==> src/logic/exec_pkg.sv <==
// Purpose: constants for the four-instruction execution block
// Assumes: 8-bit data path, 10-bit program counter
// Notes: operation codes are local to this block's command port
package exec_pkg;
	localparam int          DATA_W     = 8;
	localparam int          PC_W       = 10;
	localparam int          AUX_IDX_W  = 4;
	localparam int          AUX_DEPTH  = 16;
	localparam int          STACK_DEPTH = 8;
	localparam int          SP_W       = 3;
	localparam int          CALL_CYCLES = 2;
	localparam logic [7:0]  ACC_RST    = 8'h00;
	localparam logic [9:0]  PC_RST     = 10'h000;
	localparam logic [7:0]  AUX_RST    = 8'h00;
	localparam logic [2:0]  SP_RST     = 3'h0;
	localparam logic [9:0]  PC_ONE     = 10'h001;
	localparam logic [2:0]  SP_ONE     = 3'h1;
	localparam logic [2:0]  OP_NONE    = 3'h0;
	localparam logic [2:0]  OP_OR_IMM  = 3'h1;
	localparam logic [2:0]  OP_AUX_RD  = 3'h2;
	localparam logic [2:0]  OP_AUX_WR  = 3'h3;
	localparam logic [2:0]  OP_CALL    = 3'h4;
endpackage : exec_pkg

==> src/logic/or_imm_sfr_move_call_exec.sv <==
// Purpose: executes or-immediate, aux page moves and long call
// Assumes: op_valid pulses from core logic on core_clk; op ignored
//          while a call is in its second cycle (busy high)
// Notes: stack overflow wraps the pointer silently
// Behaviour
// - or-immediate ors 8-bit operand into accumulator, sets zero, one cycle
// - aux read copies indexed aux register into accumulator, flags untouched
// - aux write loads indexed aux register from accumulator, flags untouched
// - long call pushes next address then loads 10-bit target, two cycles
// - call stores return at current level, pointer plus one, flags kept
`timescale 1ns/1ns
module or_imm_sfr_move_call_exec
(
	// clock and reset
	input  wire logic                        core_clk,
	input  wire logic                        nrst,
	// instruction command
	input  wire logic                        op_valid,
	input  wire logic [2:0]                  op_code,
	input  wire logic [exec_pkg::DATA_W-1:0] imm_data,
	input  wire logic [exec_pkg::AUX_IDX_W-1:0] aux_idx,
	input  wire logic [exec_pkg::PC_W-1:0]   call_target,
	// core state
	output logic [exec_pkg::DATA_W-1:0]      accumulator,
	output logic                             zero_flag,
	output logic [exec_pkg::PC_W-1:0]        pc,
	output logic [exec_pkg::SP_W-1:0]        stack_ptr,
	output logic [exec_pkg::PC_W-1:0]        stack_top,
	output logic                             busy,
	// aux page view
	output logic [exec_pkg::DATA_W*exec_pkg::AUX_DEPTH-1:0] aux_page
);
	typedef enum logic {ST_RUN, ST_CALL2} exec_state_e;

	// decode strobes, take plus at most one of do_or, do_rd, do_wr, do_call per edge
	logic                             take;
	logic                             do_or;
	logic                             do_rd;
	logic                             do_wr;
	logic                             do_call;

	// sequencer and program counter
	exec_state_e                      st_r;
	exec_state_e                      st_nxt;
	logic                             busy_r;
	logic                             busy_nxt;
	logic [exec_pkg::PC_W-1:0]        pc_r;
	logic [exec_pkg::PC_W-1:0]        pc_nxt;
	logic [exec_pkg::PC_W-1:0]        tgt_r;
	logic [exec_pkg::PC_W-1:0]        tgt_nxt;

	// accumulator and zero flag
	logic [exec_pkg::DATA_W-1:0]      acc_r;
	logic [exec_pkg::DATA_W-1:0]      acc_nxt;
	logic                             z_r;
	logic                             z_nxt;
	logic [exec_pkg::DATA_W-1:0]      or_res;

	// aux page
	logic [exec_pkg::DATA_W-1:0]      aux_r [exec_pkg::AUX_DEPTH];
	logic [exec_pkg::DATA_W-1:0]      aux_nxt [exec_pkg::AUX_DEPTH];

	// return stack
	logic [exec_pkg::SP_W-1:0]        sp_r;
	logic [exec_pkg::SP_W-1:0]        sp_nxt;
	logic [exec_pkg::PC_W-1:0]        stk_r [exec_pkg::STACK_DEPTH];
	logic [exec_pkg::PC_W-1:0]        stk_nxt [exec_pkg::STACK_DEPTH];
	logic [exec_pkg::PC_W-1:0]        top_r;
	logic [exec_pkg::PC_W-1:0]        top_nxt;

	// an op arriving while a call finishes is dropped, not queued:
	// the core never issues one there, so no holding slot is spent
	always_comb
	begin
		take    = op_valid && (st_r == ST_RUN);
		do_or   = 1'b0;
		do_rd   = 1'b0;
		do_wr   = 1'b0;
		do_call = 1'b0;
		if (take)
		begin
			case (op_code)
				exec_pkg::OP_OR_IMM:
					do_or = 1'b1;
				exec_pkg::OP_AUX_RD:
					do_rd = 1'b1;
				exec_pkg::OP_AUX_WR:
					do_wr = 1'b1;
				exec_pkg::OP_CALL:
					do_call = 1'b1;
				default:
				begin
					// no-op and spare codes only step the pc
				end
			endcase
		end
	end

	// sequencer: a call spends its second cycle loading the target
	always_comb
	begin
		st_nxt  = st_r;
		pc_nxt  = pc_r;
		tgt_nxt = tgt_r;
		case (st_r)
			ST_RUN:
			begin
				if (do_call)
				begin
					// pc holds so the push sees this op's address
					tgt_nxt = call_target;
					st_nxt  = ST_CALL2;
				end
				else if (take)
				begin
					pc_nxt = pc_r + exec_pkg::PC_ONE;
				end
			end
			ST_CALL2:
			begin
				pc_nxt = tgt_r;
				st_nxt = ST_RUN;
			end
			default:
			begin
				st_nxt = ST_RUN;
			end
		endcase
		// registered so the port comes straight off a flop
		busy_nxt = (st_nxt == ST_CALL2);
	end

	always_ff @(posedge core_clk or negedge nrst)
	begin
		if (!nrst)
		begin
			st_r   <= ST_RUN;
			busy_r <= 1'b0;
			pc_r   <= exec_pkg::PC_RST;
			tgt_r  <= exec_pkg::PC_RST;
		end
		else
		begin
			st_r   <= st_nxt;
			busy_r <= busy_nxt;
			pc_r   <= pc_nxt;
			tgt_r  <= tgt_nxt;
		end
	end

	// only or-immediate ever touches the flag
	always_comb
	begin
		acc_nxt = acc_r;
		z_nxt   = z_r;
		or_res  = acc_r | imm_data;
		if (do_or)
		begin
			acc_nxt = or_res;
			z_nxt   = (or_res == '0);
		end
		else if (do_rd)
		begin
			// flag left alone even when the copied value is zero
			acc_nxt = aux_r[aux_idx];
		end
	end

	always_ff @(posedge core_clk or negedge nrst)
	begin
		if (!nrst)
		begin
			acc_r <= exec_pkg::ACC_RST;
			z_r   <= 1'b0;
		end
		else
		begin
			acc_r <= acc_nxt;
			z_r   <= z_nxt;
		end
	end

	// aux write; the read side is the accumulator mux above
	always_comb
	begin
		aux_nxt = aux_r;
		if (do_wr)
		begin
			aux_nxt[aux_idx] = acc_r;
		end
	end

	genvar gi;
	generate
		for (gi = 0; gi < exec_pkg::AUX_DEPTH; gi++)
		begin : g_aux
			always_ff @(posedge core_clk or negedge nrst)
			begin
				if (!nrst)
					aux_r[gi] <= exec_pkg::AUX_RST;
				else
					aux_r[gi] <= aux_nxt[gi];
			end
			assign aux_page[gi*exec_pkg::DATA_W +: exec_pkg::DATA_W]
				= aux_r[gi];
		end
	endgenerate

	// overflow past the last entry wraps the pointer and overwrites
	// the oldest return: a fixed-depth stack has nowhere else to go
	always_comb
	begin
		sp_nxt  = sp_r;
		stk_nxt = stk_r;
		if (do_call)
		begin
			// return address is the entry after the call itself
			stk_nxt[sp_r] = pc_r + exec_pkg::PC_ONE;
			sp_nxt        = sp_r + exec_pkg::SP_ONE;
		end
		// newest entry sits just below the pointer
		top_nxt = stk_nxt[sp_nxt - exec_pkg::SP_ONE];
	end

	always_ff @(posedge core_clk or negedge nrst)
	begin
		if (!nrst)
		begin
			sp_r  <= exec_pkg::SP_RST;
			top_r <= exec_pkg::PC_RST;
		end
		else
		begin
			sp_r  <= sp_nxt;
			top_r <= top_nxt;
		end
	end

	generate
		for (gi = 0; gi < exec_pkg::STACK_DEPTH; gi++)
		begin : g_stk
			always_ff @(posedge core_clk or negedge nrst)
			begin
				if (!nrst)
					stk_r[gi] <= exec_pkg::PC_RST;
				else
					stk_r[gi] <= stk_nxt[gi];
			end
		end
	endgenerate

	// every port below comes straight off a register
	assign accumulator = acc_r;
	assign zero_flag   = z_r;
	assign pc          = pc_r;
	assign stack_ptr   = sp_r;
	assign stack_top   = top_r;
	assign busy        = busy_r;
endmodule : or_imm_sfr_move_call_exec

==> config.mk <==
export PLATFORM = sky130hd
export DESIGN_NAME = or_imm_sfr_move_call_exec
export DESIGN_NICKNAME = d
export VERILOG_FILES = /design/src/logic/exec_pkg.sv /design/src/logic/or_imm_sfr_move_call_exec.sv
export SDC_FILE = /design/constraint.sdc
export NUM_CORES = 1
export LEC_CHECK = 0
export ABC_CLOCK_PERIOD_IN_PS = 4200
export BUFFER_PORTS_ARGS = -buffer_cell sky130_fd_sc_hd__buf_4
export CAP_MARGIN = 20
export CORE_ASPECT_RATIO = 0.8
export CORE_MARGIN = 5
export CORE_UTILIZATION = 45
export CTS_BUF_LIST = sky130_fd_sc_hd__clkbuf_8 sky130_fd_sc_hd__clkbuf_16
export DETAILED_ROUTE_END_ITERATION = 10
export PLACE_DENSITY = 0.71
export SYNTH_ARGS = -nofsm -noshare
export SYNTH_HDL_FRONTEND = slang
export SYNTH_SLANG_ARGS = --single-unit
==> constraint.sdc <==
create_clock -name core_clk -period 4.2 [get_ports core_clk]
set_input_delay 0.42 -clock core_clk [delete_from_list [all_inputs] [get_ports core_clk]]
set_output_delay 0.42 -clock core_clk [all_outputs]
set_load 0.05 [all_outputs]
* After elaboration in Yosys (flattened, before gate mapping) *
Cells that the tools add are included.

storage, ports and cells
  ROM bits = 0
  register bits after elaboration = 251
  memories = 0
  bits in latches = 0
  word-level logic and storage cells = 86
  output and inout bits = 161
  memory bits (writable) = 0
  input bits = 28

cells by class
  div/mod/pow operators = 0
  $mul = 0
  eq/ne operators = 6
  bitwise operators = 5
  $lt $le $gt $ge = 5
  add/sub/neg operators = 3
  reduce and logical (&&, ||, !) cells = 7
  shift-type cells = 0
  mux-type cells = 29

operators with widths
  operator                                                                count
  128-bit bitwise mux                                                     1
  80-bit bitwise mux                                                      1
  80-bit two-way mux                                                      1
  10-bit two-way mux                                                      5
  8-bit two-way mux                                                       5
  8-bit binary-select mux with 4-bit select                               1
  8-bit demux with 4-bit select                                           1
  10-bit binary-select mux with 3-bit select                              1
  10-bit demux with 3-bit select                                          1
  10-bit one-hot mux with 2 select lines                                  1
  10-bit by 1-bit adder with 10-bit output (second input constant)        1
  1-bit two-way mux                                                       9
  4-bit >= comparator (second input constant)                             2
  8-bit logical NOT                                                       1
  3-bit NOT with 4-bit output                                             2
  8-bit OR                                                                1
  3-bit by 2-bit equality test with 1-bit output (second input constant)  2
  5-bit >= comparator (second input constant)                             1
  5-bit by 1-bit < comparator with 1-bit output (second input constant)   1
  4-bit NOT with 5-bit output                                             1
  4-bit by 1-bit < comparator with 1-bit output (second input constant)   1
  2-bit inequality test (second input constant)                           2
  2-bit AND reduction                                                     2
  3-bit by 1-bit adder with 3-bit output (second input constant)          1
  8 further kinds                                                         10

* Depth between registers and ports, before layout *
  depth after elaboration = 10
  gate-level depth with buffers = 16
  depth with buffers taken out = 11

* Worst setup path before layout *
Ideal clock, no wire load.

  path type = reg-to-reg
  start point = register busy (netlist name)
  end point = register top_r, in the netlist stack_top[2]
  data arrival time = 3.154 ns
  buffers on the path = 4
  clock period less this slack = 3.295 ns
  cell stages (with the launch flop) = 16
  required time = 4.059 ns
  setup time = 0.141 ns
  setup slack = 0.905 ns
  cell sequence = dfrtp_1 nor2b_1 clkbuf_1 nand2_2 inv_2 buf_4 buf_2 mux2i_1 ha_1 nor2_1 o2111a_1 or2_1 buf_2 mux2i_1 a221oi_1 a31oi_1

RTL lines
  what                    RTL line                          source
  end signal: assignment  or_imm_sfr_move_call_exec.sv:230  top_r <= exec_pkg::PC_RST;
  end signal: assignment  or_imm_sfr_move_call_exec.sv:235  top_r <= top_nxt;
  end: declaration        or_imm_sfr_move_call_exec.sv:68   logic [exec_pkg::PC_W-1:0] top_r;

* Final worst setup path *
  start point = register sp_r, in the netlist stack_ptr[0]
  end point = register top_r, in the netlist stack_top[7]

between the ends
  elaborated cells on any way between the ends = 15
  those cells by class = add/sub (2); order compare (2); mux (8); bitwise (2); reduce/logical (1)

RTL lines
  what                                                     RTL line                          source
  start: declaration                                       or_imm_sfr_move_call_exec.sv:64   logic [exec_pkg::SP_W-1:0] sp_r;
  start signal: assignment                                 or_imm_sfr_move_call_exec.sv:229  sp_r <= exec_pkg::SP_RST;
  start signal: assignment                                 or_imm_sfr_move_call_exec.sv:234  sp_r <= sp_nxt;
  3-bit by 1-bit adder with 3-bit output                   or_imm_sfr_move_call_exec.sv:219  sp_nxt = sp_r + exec_pkg::SP_ONE;
  3-bit two-way mux *                                      or_imm_sfr_move_call_exec.sv:215  if (do_call)
  via sp_nxt (one bit)                                     or_imm_sfr_move_call_exec.sv:65   logic [exec_pkg::SP_W-1:0] sp_nxt;
  3-bit by 1-bit subtractor with 3-bit output *            or_imm_sfr_move_call_exec.sv:222  top_nxt = stk_nxt[sp_nxt - exec_pkg::SP_ONE];
  3-bit NOT with 4-bit output (not written as such) *      or_imm_sfr_move_call_exec.sv:222
  10-bit binary-select mux with 3-bit select *             or_imm_sfr_move_call_exec.sv:222
  10-bit two-way mux (not written as such) * (2 in a row)  or_imm_sfr_move_call_exec.sv:222
  via top_nxt (one bit)                                    or_imm_sfr_move_call_exec.sv:69   logic [exec_pkg::PC_W-1:0] top_nxt;

Mark *: on every way through the listed nets, which the timed path passes. The rest lies on a longest branch. The select of a mux whose other input is x is not followed.
A chain may end at the register's enable or synchronous reset.

==> results.md <==
- Root Buffer Master: clkbuf_16
- Initial DRC count: about 840
- Total Nets Final: 1,235
- Commonest cells post-synth: dfrtp_1, mux2_2, nand2_1
- Overall global routing resource usage: 23.15%
- Shortest period the worst path allows: about 3400 ps
- End of the critical path: stack_top[7]
- Met1 WL: about 17,000 um
- Sequential-to-total area share from yosys stat: between 50 and 60%
- Status: completed
- Routed Antenna Nets: 0
- Yosys reg bits: 251
- CP endpoint kind: register
- Post_cts resized: 0
- IO Pins: roughly 190
- Max Slew Vio Count: 0
- CTS sink count: ~250
- Critical path type: register to register
- Post-DR wirelength/cell: ~23 um
- Finished Core Util: between 50% and 60%
- Max capacitance violation total: 0
- Synth Flop Type: dfrtp_1
- Max VDD drop: ~0.38 mV
- Yosys cell types: 58
- CTS buffer count: 27
- R2R setup slack: a little under 800 ps
- Reg2Reg Depth: 10
- Die Span Y: between 150 and 200 um
- Gr ovfl total: 0
- Post-Route WL: ~37,000 um
- Share of flip-flops with an asynchronous set or reset: 100.0%
- Drt pass-1 iters: 5
- Area grow syn2layout: 21.16%
- Hold_buf cts: 0
- Reg2reg end: stack_top[7]
- Post-route setup TNS: 0 ps
- H-tree levels: 1
- Uppermost layer routed: met4
- Antenna violations before repair: 0
- Starting density of the core: between 40% and 50%
- Clock Latency Late Sink: ~530 ps
- Met3 WL: roughly 2700 um
- Row count: 53
- Syn Inst Count: 1,046
- Die width: ~190 um
- First-pass GRT wire length: roughly 57,000 um
- Via Count: about 9,500
- Leak Pwr: 6.866 nW
- Power Density: roughly 610 mW/mm2
- Layout cells sized above 1: a little over a third
- Worst slew pin tran: 1038 ps
- Critical path launch point: stack_ptr[0]
- Worst Setup Start Kind: register
- # setup viols final: 0
- Final instance area: between 0.01 and 0.015 mm2
- Placer Congestion: a little over 0.9
- Worst R2R Start: stack_ptr[0]
- Slew margin rel.: a little under a third
- DP HPWL: around 25,000 um
- Synth area leaders: dfrtp_1, mux2_2, mux4_2
- CP arrival: 3880 ps
- Antenna diode count: 0
- Area leader, netlist: dfrtp_1
- Vias in the first global route: around 9,300
- Post-CTS Setup Bufs: 0
- Most common cell in the netlist: dfrtp_1
- Number of buffers added on ports: around 190
- Post-synth EDFFs: 0
- Syn_nets: approximately 1,100
- Post-synth top area share: just over 50%
- TritonCTS clock tree: built
- Largest net degree at the start of global routing: between 100 and 150
- Required time of the critical path: about 4700 ps
- Die ar.: approximately 0.031 mm2
- Clk_skew: between 15 and 20 ps
- Clock transition at path regs: 60 ps
- Mapped Area: about 0.012 mm2
- Warnings from Yosys: 0
- CTS Buffer Depth: 3
- Worst Hold Class: primary input to asynchronous set/reset pin
- Critical Path Fanout Max: 31
- Number of remaining DRC errors: 0
- Placeable Area: 0.02646 mm2
- Fin. Hold Viols: 0
- Wire length on met2: ~16,000 um
- Syn Area/Cell: about 12 um2
- Via-to-Cell Ratio: approximately 6
- RSZ-0062 raised after global routing: no
- Final Cycle Share: just over 80%
- Max frequency: 291.9 MHz
- Placed cell areas: around 0.014 mm2
[per-stage QoR]
| step | hold slack [ps] | std cells | setup WS [ps] | total power, W |
|---|---|---|---|---|
| 5_1_grt | 59.83 | 1579 | 478.3 | 0.009525 |
| 3_3_place_gp | 456.6 | 1531 | 856.0 | 0.006652 |
| 6_report | 3.792 | 1579 | 773.8 | 0.009073 |
| 2_1_floorplan | 124.4 | 1046 | 904.7 | 0.005644 |
| 3_5_place_dp | 462.8 | 1531 | 682.3 | 0.006734 |
| 4_1_cts | 44.06 | 1578 | 857.9 | 0.009078 |
[cells by family after synthesis]
family | after synthesis | synth area share (%)
and+or+nand+nor | 254 | 10.03
DFF | 251 | 51.50
AOI/OAI and AO/OA | 246 | 13.04
muxes | 183 | 20.52
buffers and inverters | 87 | 3.016
xor gates and xnor gates | 22 | 1.580
adders and majority gates | 3 | 0.3078
[how the worst min path moves through the flow]
stage	slack, ps	to
6_report	4	tgt_r[8]
5_1_grt	60	tgt_r[8]
4_1_cts	40	tgt_r[8]
3_5_place_dp	460	stk_r[62]
3_3_place_gp	460	stk_r[62]
2_1_floorplan	120	accumulator[0]
[metal layers]
metal / GRT usage, % / vias to the layer above
met3: 4.943 / 51
met5: 0 / -
li1: - / 4223
met4: 4.953 / 0
met2: 34.88 / 371
met1: 34.90 / 4878
[report_power, final]
group / internal [W] / switching [W] / total (W)
logic: 0.00111 / 0.00211 / 0.00321
registers: 0.00293 / 0.000594 / 0.00353
clock network: 0.00138 / 0.000952 / 0.00233
total: 0.00542 / 0.00365 / 0.00907
[sequential cells by signal (all words and copies together), names as in the netlist]
| name | count |
|---|---|
| accumulator | 8 |
| tgt_r | 10 |
| stack_top | 10 |
| stack_ptr | 3 |
| zero_flag | 1 |
| stk_r | 80 |
| pc | 10 |
| aux_page | 128 |
| busy | 1 |
[area by class of cell]
type | instances | area [um2]
well taps | 357 | 446.7
fillers | 2243 | 11680
flip-flops and latches | 251 | 6282
clock inverters | 11 | 77.57
multi-input cells | 708 | 5547
inverters | 5 | 18.77
clock buffers | 36 | 799.5
repair buffers | 211 | 1604
[cell usage in the layout (no fill, tap or decap), types with 7 or more instances in the layout]
cell       netlist  final
o22a_1           8      8
nand2_1        109    109
o221ai_1        47     47
xnor2_1         10     10
nand3_1         36     36
nor3_1           7      7
dfrtp_1        251    250
nor4_1           7      7
buf_4            2    209
clkbuf_8         0      9
o21ai_0         80     80
mux2i_1          7      7
o21a_1           9      9
mux4_2          40     40
a221oi_1        16     16
a21oi_1         53     53
o22ai_1         16     16
nor2_1          49     49
mux2_2         136    136
inv_1            4     11
clkbuf_16        0     27
nor2b_1          8      8
xor2_1          12     12
[critical path: stages, from the launching register on]
cell and delay, ps:
dfrtp_2 740, o21ai_0 320, nand2_1 180, inv_1 90, ha_1 260, and2_1 180, o2111a_1 240, nor2_2 660
mux2i_1 340, o221ai_1 150, o22ai_1 190
Power figures use the tool's default switching activity.
